<file path="config.mk">
export PLATFORM = sky130hd
export DESIGN_NAME = rsq_seq
export DESIGN_NICKNAME = d
export VERILOG_FILES = /design/src/rtl/rsq_pkg.sv /design/src/rtl/rsq_clr_sync.sv /design/src/rtl/rsq_seq.sv
export SDC_FILE = /design/constraint.sdc
export NUM_CORES = 1
export LEC_CHECK = 0
export ABC_CLOCK_PERIOD_IN_PS = 1700
export BUFFER_PORTS_ARGS = -buffer_cell sky130_fd_sc_hd__buf_2
export CORE_MARGIN = 2
export CORE_UTILIZATION = 50
export DETAILED_ROUTE_END_ITERATION = 8
export GPL_TIMING_DRIVEN = 0
export PLACE_DENSITY = 0.75
export SLEW_MARGIN = 20
export SYNTH_ARGS = -nofsm -noshare
export SYNTH_HDL_FRONTEND = slang
export SYNTH_SLANG_ARGS = --single-unit
export TNS_END_PERCENT = 50
</file>
<file path="constraint.sdc">
create_clock -name i_core_clk -period 1.7 [get_ports i_core_clk]
set_input_delay 0.17 -clock i_core_clk [delete_from_list [all_inputs] [get_ports i_core_clk]]
set_output_delay 0.17 -clock i_core_clk [all_outputs]
set_load 0.05 [all_outputs]
</file>
<file path="src/rtl/rsq_pkg.sv">
// Package: register map, field positions and timing for the reset event sequencer
package rsq_pkg;
    // Register byte offsets
    localparam logic [7:0] OFF_DES = 8'h00;
    localparam logic [7:0] OFF_FES = 8'h04;
    localparam logic [7:0] OFF_FESS = 8'h08;
    localparam logic [7:0] OFF_FBRE = 8'h0c;
    localparam logic [7:0] OFF_CTRL = 8'h10;
    localparam logic [7:0] OFF_STAT = 8'h14;
    // Control and status field positions
    localparam int CTRL_SWRST_BIT = 0;
    localparam int STAT_BUSY_BIT = 0;
    localparam int STAT_PHASE_LSB = 1;
    localparam int STAT_PAD_BIT = 3;
    localparam int STAT_EXIT_OK_BIT = 4;
    localparam int STAT_CLR_PEND_BIT = 5;
    // Reset values
    localparam logic [31:0] RST_FESS = 32'h0000_0000;
    localparam logic [31:0] RST_FBRE = 32'h0000_0000;
    // Clock and phase durations
    localparam int CLK_PERIOD_NS = 50;
    localparam int PH1_TIME_NS = 1000;
    localparam int PH2_TIME_NS = 500;
    localparam int PH3_TIME_NS = 250;
    localparam int PH1_CYC = (PH1_TIME_NS + CLK_PERIOD_NS - 1) / CLK_PERIOD_NS;
    localparam int PH2_CYC = (PH2_TIME_NS + CLK_PERIOD_NS - 1) / CLK_PERIOD_NS;
    localparam int PH3_CYC = (PH3_TIME_NS + CLK_PERIOD_NS - 1) / CLK_PERIOD_NS;
    // Sequencer phases
    typedef enum logic [1:0] {PH_IDLE, PH_FIRST, PH_SECOND, PH_THIRD} rsq_phase_t;
endpackage

</file>
<file path="src/rtl/rsq_clr_sync.sv">
// Two-stage synchroniser that carries flag clear masks to the status flags
`timescale 1ns/1ps
`default_nettype none
module rsq_clr_sync #(
    parameter int W = 8
) (
    input wire logic i_core_clk,          // System clock
    input wire logic i_resetn,            // Async reset, active low
    input wire logic i_flush,             // Reset event aborts pending clears
    input wire logic [W-1:0] i_clr,       // Clear mask, one-cycle pulse
    output logic [W-1:0] o_clr,           // Clear mask, two cycles later
    output logic o_pend                   // A clear is in the second stage
);
    logic [W-1:0] stage1_r;
    logic [W-1:0] stage2_r;

    // First stage feeds only the second
    always_ff @(posedge i_core_clk or negedge i_resetn)
    begin
        if (!i_resetn)
        begin
            stage1_r <= '0;
            stage2_r <= '0;
        end
        else if (i_flush)
        begin
            // Aborted clear leaves the flag set; pipeline empties for later requests
            stage1_r <= '0;
            stage2_r <= '0;
        end
        else
        begin
            stage1_r <= i_clr;
            stage2_r <= stage1_r;
        end
    end

    assign o_clr = stage2_r;
    assign o_pend = |stage2_r;
endmodule
`default_nettype wire

</file>
<file path="src/rtl/rsq_seq.sv">
// Reset event flags, clear synchronisation, phase sequencer and Wishbone slave
//
// What this block does
// - A write-one clear of a destructive or functional flag drops the flag two clocks later via a synchroniser.
// - A reset event that aborts a pending clear leaves the flag set, except a functional flag reinitialised by a destructive event, and later clears still work.
// - Functional events start at the third phase only if every firing functional source has its short-select bit set, otherwise at the first.
// - The external reset pad is driven for a source whose pad enable bit is set.
// - Fallback-mode exit stays blocked while any causing condition is active, even with its flag cleared.
//
// Implementation choices: the placing of the registers and the Wishbone slave port.
`timescale 1ns/1ps
`default_nettype none
module rsq_seq #(
    parameter int N_DES = 8,
    parameter int N_FUN = 8,
    parameter logic [N_FUN-1:0] FALLBACK_SRC = '1
) (
    input wire logic i_core_clk,              // System clock, 20 MHz
    input wire logic i_resetn,                // Async reset, active low
    input wire logic wb_cyc_i,                // Wishbone cycle
    input wire logic wb_stb_i,                // Wishbone strobe
    input wire logic wb_we_i,                 // Wishbone write
    input wire logic [7:0] wb_adr_i,          // Byte address
    input wire logic [3:0] wb_sel_i,          // Byte enables
    input wire logic [31:0] wb_dat_i,         // Write data
    output logic [31:0] wb_dat_o,             // Read data, registered
    output logic wb_ack_o,                    // Acknowledge
    input wire logic [N_DES-1:0] i_des_evt,   // Destructive reset sources
    input wire logic [N_FUN-1:0] i_fun_evt,   // Functional reset sources
    input wire logic [N_FUN-1:0] i_fallback_cond, // Live fallback-mode causes
    output logic o_sys_reset,                 // Reset to the rest of the chip
    output logic o_pad_reset,                 // External reset pad drive
    output logic o_fallback_exit_ok           // Fallback-mode exit permitted
);
    localparam logic [7:0] PH1_N = 8'(rsq_pkg::PH1_CYC);
    localparam logic [7:0] PH2_N = 8'(rsq_pkg::PH2_CYC);
    localparam logic [7:0] PH3_N = 8'(rsq_pkg::PH3_CYC);

    logic [N_DES-1:0] des_r;
    logic [N_FUN-1:0] fes_r;
    logic [N_FUN-1:0] fess_r;
    logic [N_FUN-1:0] fbre_r;
    logic swrst_r;
    logic ack_r;
    logic [31:0] rdata_r;
    rsq_pkg::rsq_phase_t phase_r;
    logic [7:0] cnt_r;
    logic pad_r;
    logic [N_DES-1:0] des_clr;
    logic [N_FUN-1:0] fes_clr;
    logic [N_DES-1:0] des_clr_req;
    logic [N_FUN-1:0] fes_clr_req;
    logic des_pend;
    logic fes_pend;
    logic [N_FUN-1:0] fun_all;
    logic des_hit;
    logic fun_hit;
    logic go_short;
    logic go_pad;
    logic wr_en;
    logic [31:0] wmask;
    logic [31:0] bmask;

    // Byte enables widened to a bit mask
    function automatic logic [31:0] sel_mask(input logic [3:0] sel);
        sel_mask = {{8{sel[3]}}, {8{sel[2]}}, {8{sel[1]}}, {8{sel[0]}}};
    endfunction

    // Write lands at the edge where the master sees ack, never a cycle early
    assign wr_en = wb_cyc_i && wb_stb_i && wb_we_i && ack_r;
    // Mask kept as a net so it can be part-selected
    assign bmask = sel_mask(wb_sel_i);
    assign wmask = bmask & wb_dat_i;

    // Software reset enters as functional source zero
    assign fun_all = i_fun_evt | {{(N_FUN-1){1'b0}}, swrst_r};
    assign des_hit = |i_des_evt;
    assign fun_hit = |fun_all;
    // short sequence
    // Short only if every firing functional source asks for it
    assign go_short = !des_hit && ((fun_all & ~fess_r) == '0);
    assign go_pad = des_hit || |(fun_all & fbre_r);

    // Write-one-to-clear requests into the synchroniser
    assign des_clr_req = (wr_en && wb_adr_i == rsq_pkg::OFF_DES) ? wmask[N_DES-1:0] : '0;
    assign fes_clr_req = (wr_en && wb_adr_i == rsq_pkg::OFF_FES) ? wmask[N_FUN-1:0] : '0;

    rsq_clr_sync #(.W(N_DES)) u_des_sync (
        .i_core_clk(i_core_clk),
        .i_resetn(i_resetn),
        .i_flush(des_hit || fun_hit),
        .i_clr(des_clr_req),
        .o_clr(des_clr),
        .o_pend(des_pend)
    );
    rsq_clr_sync #(.W(N_FUN)) u_fes_sync (
        .i_core_clk(i_core_clk),
        .i_resetn(i_resetn),
        .i_flush(des_hit || fun_hit),
        .i_clr(fes_clr_req),
        .o_clr(fes_clr),
        .o_pend(fes_pend)
    );

    // destructive flags, set wins over clear
    always_ff @(posedge i_core_clk or negedge i_resetn)
    begin
        if (!i_resetn)
            des_r <= '0;
        else
            des_r <= (des_r & ~des_clr) | i_des_evt;
    end

    // functional flags; destructive event reinitialises them
    always_ff @(posedge i_core_clk or negedge i_resetn)
    begin
        if (!i_resetn)
            fes_r <= '0;
        else if (des_hit)
            fes_r <= fun_all;
        else
            fes_r <= (fes_r & ~fes_clr) | fun_all;
    end

    // Configuration registers; survive functional resets, reinit by destructive
    always_ff @(posedge i_core_clk or negedge i_resetn)
    begin
        if (!i_resetn)
        begin
            fess_r <= rsq_pkg::RST_FESS[N_FUN-1:0];
            fbre_r <= rsq_pkg::RST_FBRE[N_FUN-1:0];
        end
        else if (des_hit)
        begin
            fess_r <= rsq_pkg::RST_FESS[N_FUN-1:0];
            fbre_r <= rsq_pkg::RST_FBRE[N_FUN-1:0];
        end
        else if (wr_en && wb_adr_i == rsq_pkg::OFF_FESS)
            fess_r <= (fess_r & ~bmask[N_FUN-1:0]) | wmask[N_FUN-1:0];
        else if (wr_en && wb_adr_i == rsq_pkg::OFF_FBRE)
            fbre_r <= (fbre_r & ~bmask[N_FUN-1:0]) | wmask[N_FUN-1:0];
    end

    // Software reset request, one-cycle pulse; ignored while a sequence runs
    always_ff @(posedge i_core_clk or negedge i_resetn)
    begin
        if (!i_resetn)
            swrst_r <= 1'b0;
        else
            swrst_r <= wr_en && wb_adr_i == rsq_pkg::OFF_CTRL && wb_sel_i[0]
                && wb_dat_i[rsq_pkg::CTRL_SWRST_BIT] && phase_r == rsq_pkg::PH_IDLE;
    end

    // Phase sequencer; a new event restarts it so the later source wins
    always_ff @(posedge i_core_clk or negedge i_resetn)
    begin
        if (!i_resetn)
        begin
            phase_r <= rsq_pkg::PH_IDLE;
            cnt_r <= '0;
            pad_r <= 1'b0;
        end
        else if (des_hit || fun_hit)
        begin
            if (go_short)
            begin
                phase_r <= rsq_pkg::PH_THIRD;
                cnt_r <= PH3_N - 8'h01;
            end
            else
            begin
                phase_r <= rsq_pkg::PH_FIRST;
                cnt_r <= PH1_N - 8'h01;
            end
            // pad held for the whole sequence
            pad_r <= go_pad;
        end
        else if (cnt_r != 8'h00)
            cnt_r <= cnt_r - 8'h01;
        else
        begin
            case (phase_r)
                rsq_pkg::PH_FIRST:
                begin
                    phase_r <= rsq_pkg::PH_SECOND;
                    cnt_r <= PH2_N - 8'h01;
                end
                rsq_pkg::PH_SECOND:
                begin
                    phase_r <= rsq_pkg::PH_THIRD;
                    cnt_r <= PH3_N - 8'h01;
                end
                rsq_pkg::PH_THIRD:
                begin
                    phase_r <= rsq_pkg::PH_IDLE;
                    pad_r <= 1'b0;
                end
                default:
                    pad_r <= 1'b0;
            endcase
        end
    end

    assign o_sys_reset = phase_r != rsq_pkg::PH_IDLE;
    assign o_pad_reset = pad_r;
    // live condition blocks exit regardless of the flag
    assign o_fallback_exit_ok = !(|(i_fallback_cond & FALLBACK_SRC)) && !(|(fes_r & FALLBACK_SRC));

    // Single-wait acknowledge; drops the cycle after it was given
    always_ff @(posedge i_core_clk or negedge i_resetn)
    begin
        if (!i_resetn)
            ack_r <= 1'b0;
        else
            ack_r <= wb_cyc_i && wb_stb_i && !ack_r;
    end
    assign wb_ack_o = ack_r;

    // Read data; unmapped offsets read zero and still acknowledge
    always_ff @(posedge i_core_clk or negedge i_resetn)
    begin
        if (!i_resetn)
            rdata_r <= '0;
        else if (wb_cyc_i && wb_stb_i && !wb_we_i && !ack_r)
        begin
            rdata_r <= '0;
            if (wb_adr_i == rsq_pkg::OFF_DES)
                rdata_r[N_DES-1:0] <= des_r;
            else if (wb_adr_i == rsq_pkg::OFF_FES)
                rdata_r[N_FUN-1:0] <= fes_r;
            else if (wb_adr_i == rsq_pkg::OFF_FESS)
                rdata_r[N_FUN-1:0] <= fess_r;
            else if (wb_adr_i == rsq_pkg::OFF_FBRE)
                rdata_r[N_FUN-1:0] <= fbre_r;
            else if (wb_adr_i == rsq_pkg::OFF_STAT)
            begin
                rdata_r[rsq_pkg::STAT_BUSY_BIT] <= o_sys_reset;
                rdata_r[rsq_pkg::STAT_PHASE_LSB +: 2] <= phase_r;
                rdata_r[rsq_pkg::STAT_PAD_BIT] <= pad_r;
                rdata_r[rsq_pkg::STAT_EXIT_OK_BIT] <= o_fallback_exit_ok;
                rdata_r[rsq_pkg::STAT_CLR_PEND_BIT] <= des_pend || fes_pend;
            end
        end
    end
    assign wb_dat_o = rdata_r;
endmodule
`default_nettype wire

</file>
* Word-level counts from Yosys, hierarchy flattened
Cells that the tools add are included.
** Operators by class
- Add/sub/neg operators :: 1
- Equal/unequal tests :: 11
- Mux-type cells :: 29
- Bitwise logic cells :: 16
- Reductions and logical operators :: 44
** Operators by type and width (number)
- $mux 8 :: 17
- $and 8x8->8 :: 7
- $reduce_or 8->1 :: 7
- $not 8->8 :: 4
- $or 8x8->8 :: 4
- $eq 8x4->1 const B :: 2
- $eq 8x5->1 const B :: 2
- $logic_and 1x1->1 :: 16
- $logic_not 8->1 :: 2
- $pmux 8 s2 :: 1
- $mux 6 :: 2
- $eq 8x3->1 const B :: 1
- $mux 2 :: 4
- $or 8x1->8 :: 1
- $reduce_bool 4->1 :: 2
- $reduce_bool 8->1 :: 1
- $sub 8x1->8 const B :: 1
- $pmux 2 s3 :: 1
- $reduce_and 2->1 :: 3
- $reduce_bool 2->1 :: 3
- $logic_not 1->1 :: 5
- $mux 5 :: 1
- $eq 2x2->1 const B :: 2
- $ne 2x1->1 const B :: 2
- 6 further kinds :: 10
** Storage, ports and cells
- Register bits :: 85
- Output and inout bits :: 36
- Logic and storage cells :: 115

* Logic depth before layout (Yosys ltp)
Gate-level depths: netlist of the first run.
- Word-level depth :: 8
- Gate-level depth with buffers :: 7

* Hierarchy
A second synthesis of the first run with hierarchy kept.
** Unflattened totals
- Cells, all modules :: 412
- Area total of the unflattened synthesis :: 4272.8 um2
** By module, submodules not included
- rsq_seq :: times used 1, cells each 340, area each 3151.8 um2
- rsq_clr_sync :: times used 2, cells each 36, area each 560.5 um2

* Least setup slack after synthesis of the first run
Ideal clock, no wire load.
- Kind :: register to register
- From :: register ack_r (netlist: wb_ack_o)
- To :: register fbre_r[4]
- Arrival :: 1.659 ns
- Slack :: -0.091 ns
- Stages on the path, launching flop included :: 6
- Clock period less this slack :: 1.791 ns
- Cell sequence :: dfrtp_1 nand3_1 nor2_1 nand4_2 mux2i_1 nor2_1
** Between the ends
- Cells in the longest elaborated chain, start to end :: 4
- Elaborated cells between the ends (all ways) :: 6
** RTL lines
- start: declaration :: line rsq_seq.sv:44 : logic ack_r;
- start signal: assignment :: line rsq_seq.sv:215 : ack_r <= wb_cyc_i && wb_stb_i && !ack_r;
- $logic_and 1x1->1 (*) :: line rsq_seq.sv:70 : assign wr_en = wb_cyc_i && wb_stb_i && wb_we_i && ack_r;
- $logic_and 1x1->1, on equally long branches :: line rsq_seq.sv:138, rsq_seq.sv:140
- $ne 2x2->1 (no source line) or $reduce_bool 2->1 (tied branches)
- $reduce_and 2->1 (no source line) (*)
- end signal: assignment :: line rsq_seq.sv:131 : fbre_r <= rsq_pkg::RST_FBRE[N_FUN-1:0];
- end signal: assignment :: line rsq_seq.sv:136 : fbre_r <= rsq_pkg::RST_FBRE[N_FUN-1:0];
- end signal: assignment :: line rsq_seq.sv:141 : fbre_r <= (fbre_r & ~bmask[N_FUN-1:0]) | wmask[N_FUN-1:0];
- end: declaration :: line rsq_seq.sv:42 : logic [N_FUN-1:0] fbre_r;
Every way passes the cells marked *; elsewhere a longest branch is shown, timed or not.
A chain may end at the register's enable or synchronous reset.

* Worst setup path in the final report of the first run
- From :: register fes_r[2]
- To :: output o_fallback_exit_ok
** Between the ends
- Cells in the longest elaborated chain, start to end :: 3
** RTL lines
- start: declaration :: line rsq_seq.sv:40 : logic [N_FUN-1:0] fes_r;
- start signal: assignment :: line rsq_seq.sv:120 : fes_r <= fun_all;
- start signal: assignment :: line rsq_seq.sv:122 : fes_r <= (fes_r & ~fes_clr) | fun_all;
- $reduce_or 8->1 :: line rsq_seq.sv:207 : assign o_fallback_exit_ok = !(|(i_fallback_cond & FALLBACK_SRC)) && !(|(fes_r & FALLBACK_SRC));
- $logic_not 1->1 :: line rsq_seq.sv:207
- $logic_and 1x1->1 :: line rsq_seq.sv:207
- end: declaration :: line rsq_seq.sv:33 : output logic o_fallback_exit_ok
Every way passes these cells.

==> impl_metrics.tcl, run 1 <==
set metrics [dict create \
    violations "setup timing" \
    grt_pass1_vias 3132 \
    synth_area_leaders "dfrtp_1 50%, mux2i_1 4.3%, buf_4 4.3%" \
    wl_met1_mm 4.62 \
    synth_top_area_share 0.503 \
    avgSynthCellArea_um2 10.5 \
    crit_path_start_kind "register" \
    grt_use_total 0.236 \
    route.met3.wl_um 683 \
    post-route-period-util 1.02 \
    cts_buffers 9 \
    setup_viol 1 \
    via_count 3297 \
    synthFlopType "dfrtp_1" \
    synth_area_mm2 0.00423 \
    die_w_um 96.0 \
    cts_tree "yes" \
    hpwl_mm 7.86 \
    rows 33 \
    ys_seq_area_frac 0.503 \
    hold_class "input pin to register" \
    rsz0062_at_grt "true" \
    cts_buffer_depth 2 \
    max_cap_violations 0 \
    netlist_instances 402 \
    met2_length_mm 4.66 \
    hold_viol 0 \
    portBuffers 57 \
    critPathKind "register to output port" \
    status "finished, violations left" \
    layout.nets 575 \
    async_flop_share 1.00 \
    final_area_mm2 0.00510 \
    grt_remaining_overflow 0 \
    synth.largest_area_cell "dfrtp_1" \
    clkSinkCount 85 \
    clock_latency_ns 0.36 \
    p_leak_nw 2.52 \
    htree_levels 3 \
    r2r_slack_ns 0.08 \
    worst_hold_slack_ns 0.0106 \
    maxSlewViolCount 0 \
    arrival_ns 1.56 \
    die_h_um 96.0 \
    grt_max_degree 49 \
    syn_to_final_growth_pct 20.5 \
    ys_ff_latch 85 \
    cp_top_family "simple AND/OR/NAND/NOR gates" \
    dr.first_iter.drc_count 277 \
    worst-path-buf-inv 1 \
    cp.required_ns 1.53 \
    ant_nets 0 \
    p_total_mw 4.19 \
    slew_headroom 0.648 \
    clockRootBuffer "clkbuf_8" \
    final_layout_size_suffix_gt1_frac 0.288 \
    start_util 0.515 \
    dieArea_mm2 0.00921 \
    io_pins 109 \
    cpPeakStageDelay_ns 0.43 \
    insertedDiodeCount 0 \
    cellPowerDensity_mw_per_mm2 823 \
    wire_per_inst_um 17.0 \
    path_clk_slew_ns 0.09 \
    synth_cell_types 56 \
    cp_slowest_cell "dfrtp_1" \
    drc 0 \
    yosysWarnings 0 \
    cp_max_fo 3 \
    wl_mm 10.3 \
    drt_pre_antenna_iters 6 \
    layout_setup_ws_ns -0.0262 \
    worst_setup_path_end_kind "output port" \
    via_per_inst 5.45 \
    ir_worst_vdd_mv 0.403 \
    setup_tns_ns -0.0262 \
    path_cells "nor4_2, and4_4, buf_8" \
    timing.fmax_ghz 0.579 \
    place_area_mm2 0.00476 \
    routed.top_layer "met4" \
    antenna_found_initial 0 \
    period_minus_slack_ns 1.73 \
    core_mm2 0.00822 \
    skew_ns 0.00995 \
    worstMarginPinSlew_ns 0.525 \
    gp_congestion 0.988 \
    grt_pass1_wl_mm 15.9 \
    synth_edf_count 0 \
]
[flip-flops by register name (all words and copies together) (netlist names), 2 cells and up]
| name | cells |
|---|---|
| wb_dat_o | 8 |
| u_des_sync.o_clr | 8 |
| fbre_r | 8 |
| u_fes_sync.o_clr | 8 |
| phase_r | 2 |
| fess_r | 8 |
| cnt_r | 8 |
| des_r | 8 |
| fes_r | 8 |
| u_des_sync.stage1_r | 8 |
| u_fes_sync.stage1_r | 8 |
[through the flow]
stage               cells  worst slack [ns]   util
global route          605           -0.0828  0.620
global placement      587            -0.310  0.576
detailed placement    588            -0.350  0.580
finish                605           -0.0262  0.620
floorplan             425            0.0873      -
CTS                   604          -0.00363  0.613
[kinds of logic after synthesis]
family,Yosys count,share of synthesized area
AO/OA/AOI/OAI,60,0.101
multiplexers,21,0.0559
XOR/XNOR,6,0.0124
buffers and inverters,59,0.0772
AND/OR/NAND/NOR,164,0.231
other,1,0.000887
flip-flops,85,0.503
adder cells (fa/ha/maj),6,0.0178
[synth_stat cells (all sizes together) (7+ instances only)]
master,instances
inv,20
o21ai,15
buf,31
a21o,9
nor3,8
nand2b,15
nor2b,7
and3,18
nor2,35
a22oi,8
clkbuf,8
and2,19
mux2i,18
nor3b,7
nor4,15
dfrtp,85
nand2,24
[where the power goes]
part	internal, mW	leakage, nW	switching, mW
Sequential	2.05	1.09	0.0209
Clock	0.836	0.111	0.742
Combinational	0.171	1.32	0.371
[final cells by class]
class,count,area [um2]
fill,675,3120
multi-input combinational,281,1940
buffer,39,251
clock inverter,6,97.6
clock buffer,9,124
inverter,20,75.1
tap,105,131
sequential,85,2130
timing repair buffer,60,345
[routing by layer]
| metal | track usage | vias to the layer above |
|---|---|---|
| li1 | - | 1540 |
| met1 | 0.327 | 1559 |
| met2 | 0.364 | 161 |
| met3 | 0.0439 | 37 |
| met4 | 0.105 | 0 |
| met5 | 0 | - |
[layout by cell type, fill, tap and decap left out, types with 5 or more instances in the layout]
cell type and count:
nor2b_1 7, nor2_1 31, and3_2 6, a21o_1 8
a21oi_1 5, and2_1 16, nand2b_1 15, ha_1 6
nor3b_1 6, clkbuf_8 9, buf_4 26, nand3_1 5
clkbuf_1 8, nor3_1 7, a22oi_1 8, o21ai_0 15
conb_1 24, inv_1 20, buf_2 60, nor4_2 5
nand2_1 22, nor4_1 7, xor2_1 5, and3_1 12
mux2i_1 18, dfrtp_1 84
[final timing paths]
| kind | from | endpoint | depth (start not counted) |
|---|---|---|---|
| max | fes_r[2] | o_fallback_exit_ok | 3 |
| min | i_des_evt[1] | des_r[1] | 2 |
| max reg2reg | wb_ack_o | wb_dat_o[1] | 5 |
| min reg2reg | u_des_sync.stage1_r[5] | u_des_sync.o_clr[5] | 1 |
| max in group asynchronous | i_resetn | des_r[4] | 3 |
| min in group asynchronous | i_resetn | u_fes_sync.stage1_r[4] | 2 |
[repair_timing]
item	4_1_cts	5_1_grt
setup buffers	0	1
endpoints found under the hold margin	37	0
gates resized for setup	9	14
hold buffers	1	0
pin swaps	1	3
endpoints found under the setup margin	35	42
(Power assumes the default switching activity.)
==> run 2: changes to the inputs <==
- CORE_ASPECT_RATIO: default -> 0.75
- CORE_UTILIZATION: 50 -> 53
- PLACE_DENSITY: 0.75 -> 0.79
==> impl_metrics.tcl, run 2 (same netlist as run 1, synthesis figures left out) <==
set metrics [dict create \
    slew_headroom 0.646 \
    timing.fmax_ghz 0.592 \
    worstMarginPinSlew_ns 0.527 \
    final_area_mm2 0.00513 \
    worst_hold_slack_ns 0.00989 \
    path_cells "nor4_4, and4_1, buf_6" \
    top_usage_layer "met2" \
    hold_viol 0 \
    cts_buffers 9 \
    cellPowerDensity_mw_per_mm2 761 \
    r2r_start "u_fes_sync.o_clr[3]" \
    via_count 3380 \
    r2r-end "wb_dat_o[5]" \
    place_area_mm2 0.00476 \
    grt_use_total 0.269 \
    maxSlewViolCount 0 \
    cts_tree "yes" \
    dr.first_iter.drc_count 311 \
    wire_per_inst_um 17.8 \
    critPathKind "register to output port" \
    final_cells 613 \
    reg2reg_depth 4 \
    ir_worst_vdd_mv 0.459 \
    die_h_um 81.4 \
    grt_use_met3 0.0602 \
    use_met2 0.408 \
    period_minus_slack_ns 1.69 \
    core_mm2 0.00781 \
    final_cell_mix "83 x dfrtp_1, 60 x buf_2, 31 x nor2_1, 31 x buf_4, 24 x conb_1" \
    grt_max_degree 59 \
    post-route-period-util 0.993 \
    clock_latency_ns 0.36 \
    p_leak_nw 2.53 \
    hpwl_mm 8.23 \
    worst_setup_path_end_kind "output port" \
    grt_pass1_vias 3206 \
    gp_congestion 0.914 \
    status "completed" \
    grt_pass1_wl_mm 17.2 \
    cp.required_ns 1.53 \
    crit_path_start_kind "register" \
    p_total_mw 3.91 \
    r2r_slack_ns 0.07 \
    cpPeakStageDelay_ns 0.44 \
    cp_max_fo 2 \
    syn_to_final_growth_pct 21.3 \
    rows 28 \
    via_per_inst 5.51 \
    dp_cells 588 \
    max_cap_violations 0 \
    min_from "i_des_evt[7]" \
    clkSinkCount 85 \
    whs_endpoint "des_r[7]" \
    hold_depth 2 \
    layout.nets 582 \
    cts_buffer_depth 2 \
    portBuffers 57 \
    path_clk_slew_ns 0.09 \
    hold_class "input pin to register" \
    setup_viol 0 \
    rsz0062_at_grt "true" \
    drc 0 \
    dieArea_mm2 0.00872 \
    wl_mm 10.9 \
    grt_remaining_overflow 0 \
    grtUsageMet1 0.389 \
    skew_ns 0.0132 \
    antenna_found_initial 0 \
    layout_commonest_cell "dfrtp_1" \
    ant_nets 0 \
    arrival_ns 1.52 \
    io_pins 109 \
    final_layout_size_suffix_gt1_frac 0.299 \
    clockRootBuffer "clkbuf_8" \
    htree_levels 3 \
    drt_pre_antenna_iters 5 \
    insertedDiodeCount 0 \
    start_util 0.541 \
    cp_slowest_cell "dfrtp_1" \
    die_w_um 107 \
]
[run 2: changes by cell type in the layout (fill, tap and decap cells not counted), sizes merged]
| cell | delta |
|---|---|
| clkinvlp | +4 |
| clkbuf | +1 |
| bufinv | -2 |
| clkinv | -2 |
| dlygate4sd3 | +2 |
| buf | +5 |
[run 2: metrics by stage]
step	util	setup TNS, ns	setup slack [ns]
global placement	0.606	-15.60	-0.266
CTS	0.647	-0.0198	-0.0198
finish	0.657	0	0.0116
detailed placement	0.610	-6.25	-0.313
global route	0.657	-0.0477	-0.0477
floorplan	-	0	0.0873
[run 2: power by group]
| group | internal (mW) | switching, mW |
|---|---|---|
| combinational | 0.176 | 0.374 |
| sequential | 2.05 | 0.0232 |
| clock | 0.538 | 0.746 |
[run 2: metal layers]
layer / routed length, um / vias to the layer above
met5: 0 / -
met4: 181 / 0
met3: 899 / 17
met2: 4910 / 154
met1: 4910 / 1650
li1: - / 1559
[run 2: worst max path at each step]
stage                 startpoint                      to  slack, ns
floorplan               wb_ack_o               fbre_r[4]       0.09
global placement        i_resetn                wb_ack_o      -0.27
detailed placement  i_des_evt[0]  u_fes_sync.stage1_r[6]      -0.31
CTS                     fes_r[0]      o_fallback_exit_ok      -0.02
global route            fes_r[0]      o_fallback_exit_ok      -0.05
finish                  fes_r[0]      o_fallback_exit_ok       0.01
[run 2: timing repair]
action / in CTS / in global routing
pin swaps: 3 / 4
endpoints found under the setup margin: 36 / 39
gates resized for setup: 12 / 16
cloned: 0 / 0
hold endpoints to repair: 29 / 0
setup buffers: 4 / 2
hold buffers: 3 / 0
[run 2: critical path: cells and delay by family (launching register included)]
kind                   cells  cell delay (ns)
AND/OR/NAND/NOR            2             0.56
flip-flops                 1             0.44
buffers and inverters      1             0.17
[run 2: final cells by class]
class / instances / area [um2]
Fill cell: 620 / 2680
Sequential cell: 85 / 2130
Multi-Input combinational cell: 281 / 1970
Timing Repair Buffer: 67 / 399
Buffer: 39 / 253
Tap cell: 105 / 131
Clock buffer: 10 / 128
Inverter: 20 / 75.1
Clock inverter: 6 / 47.5
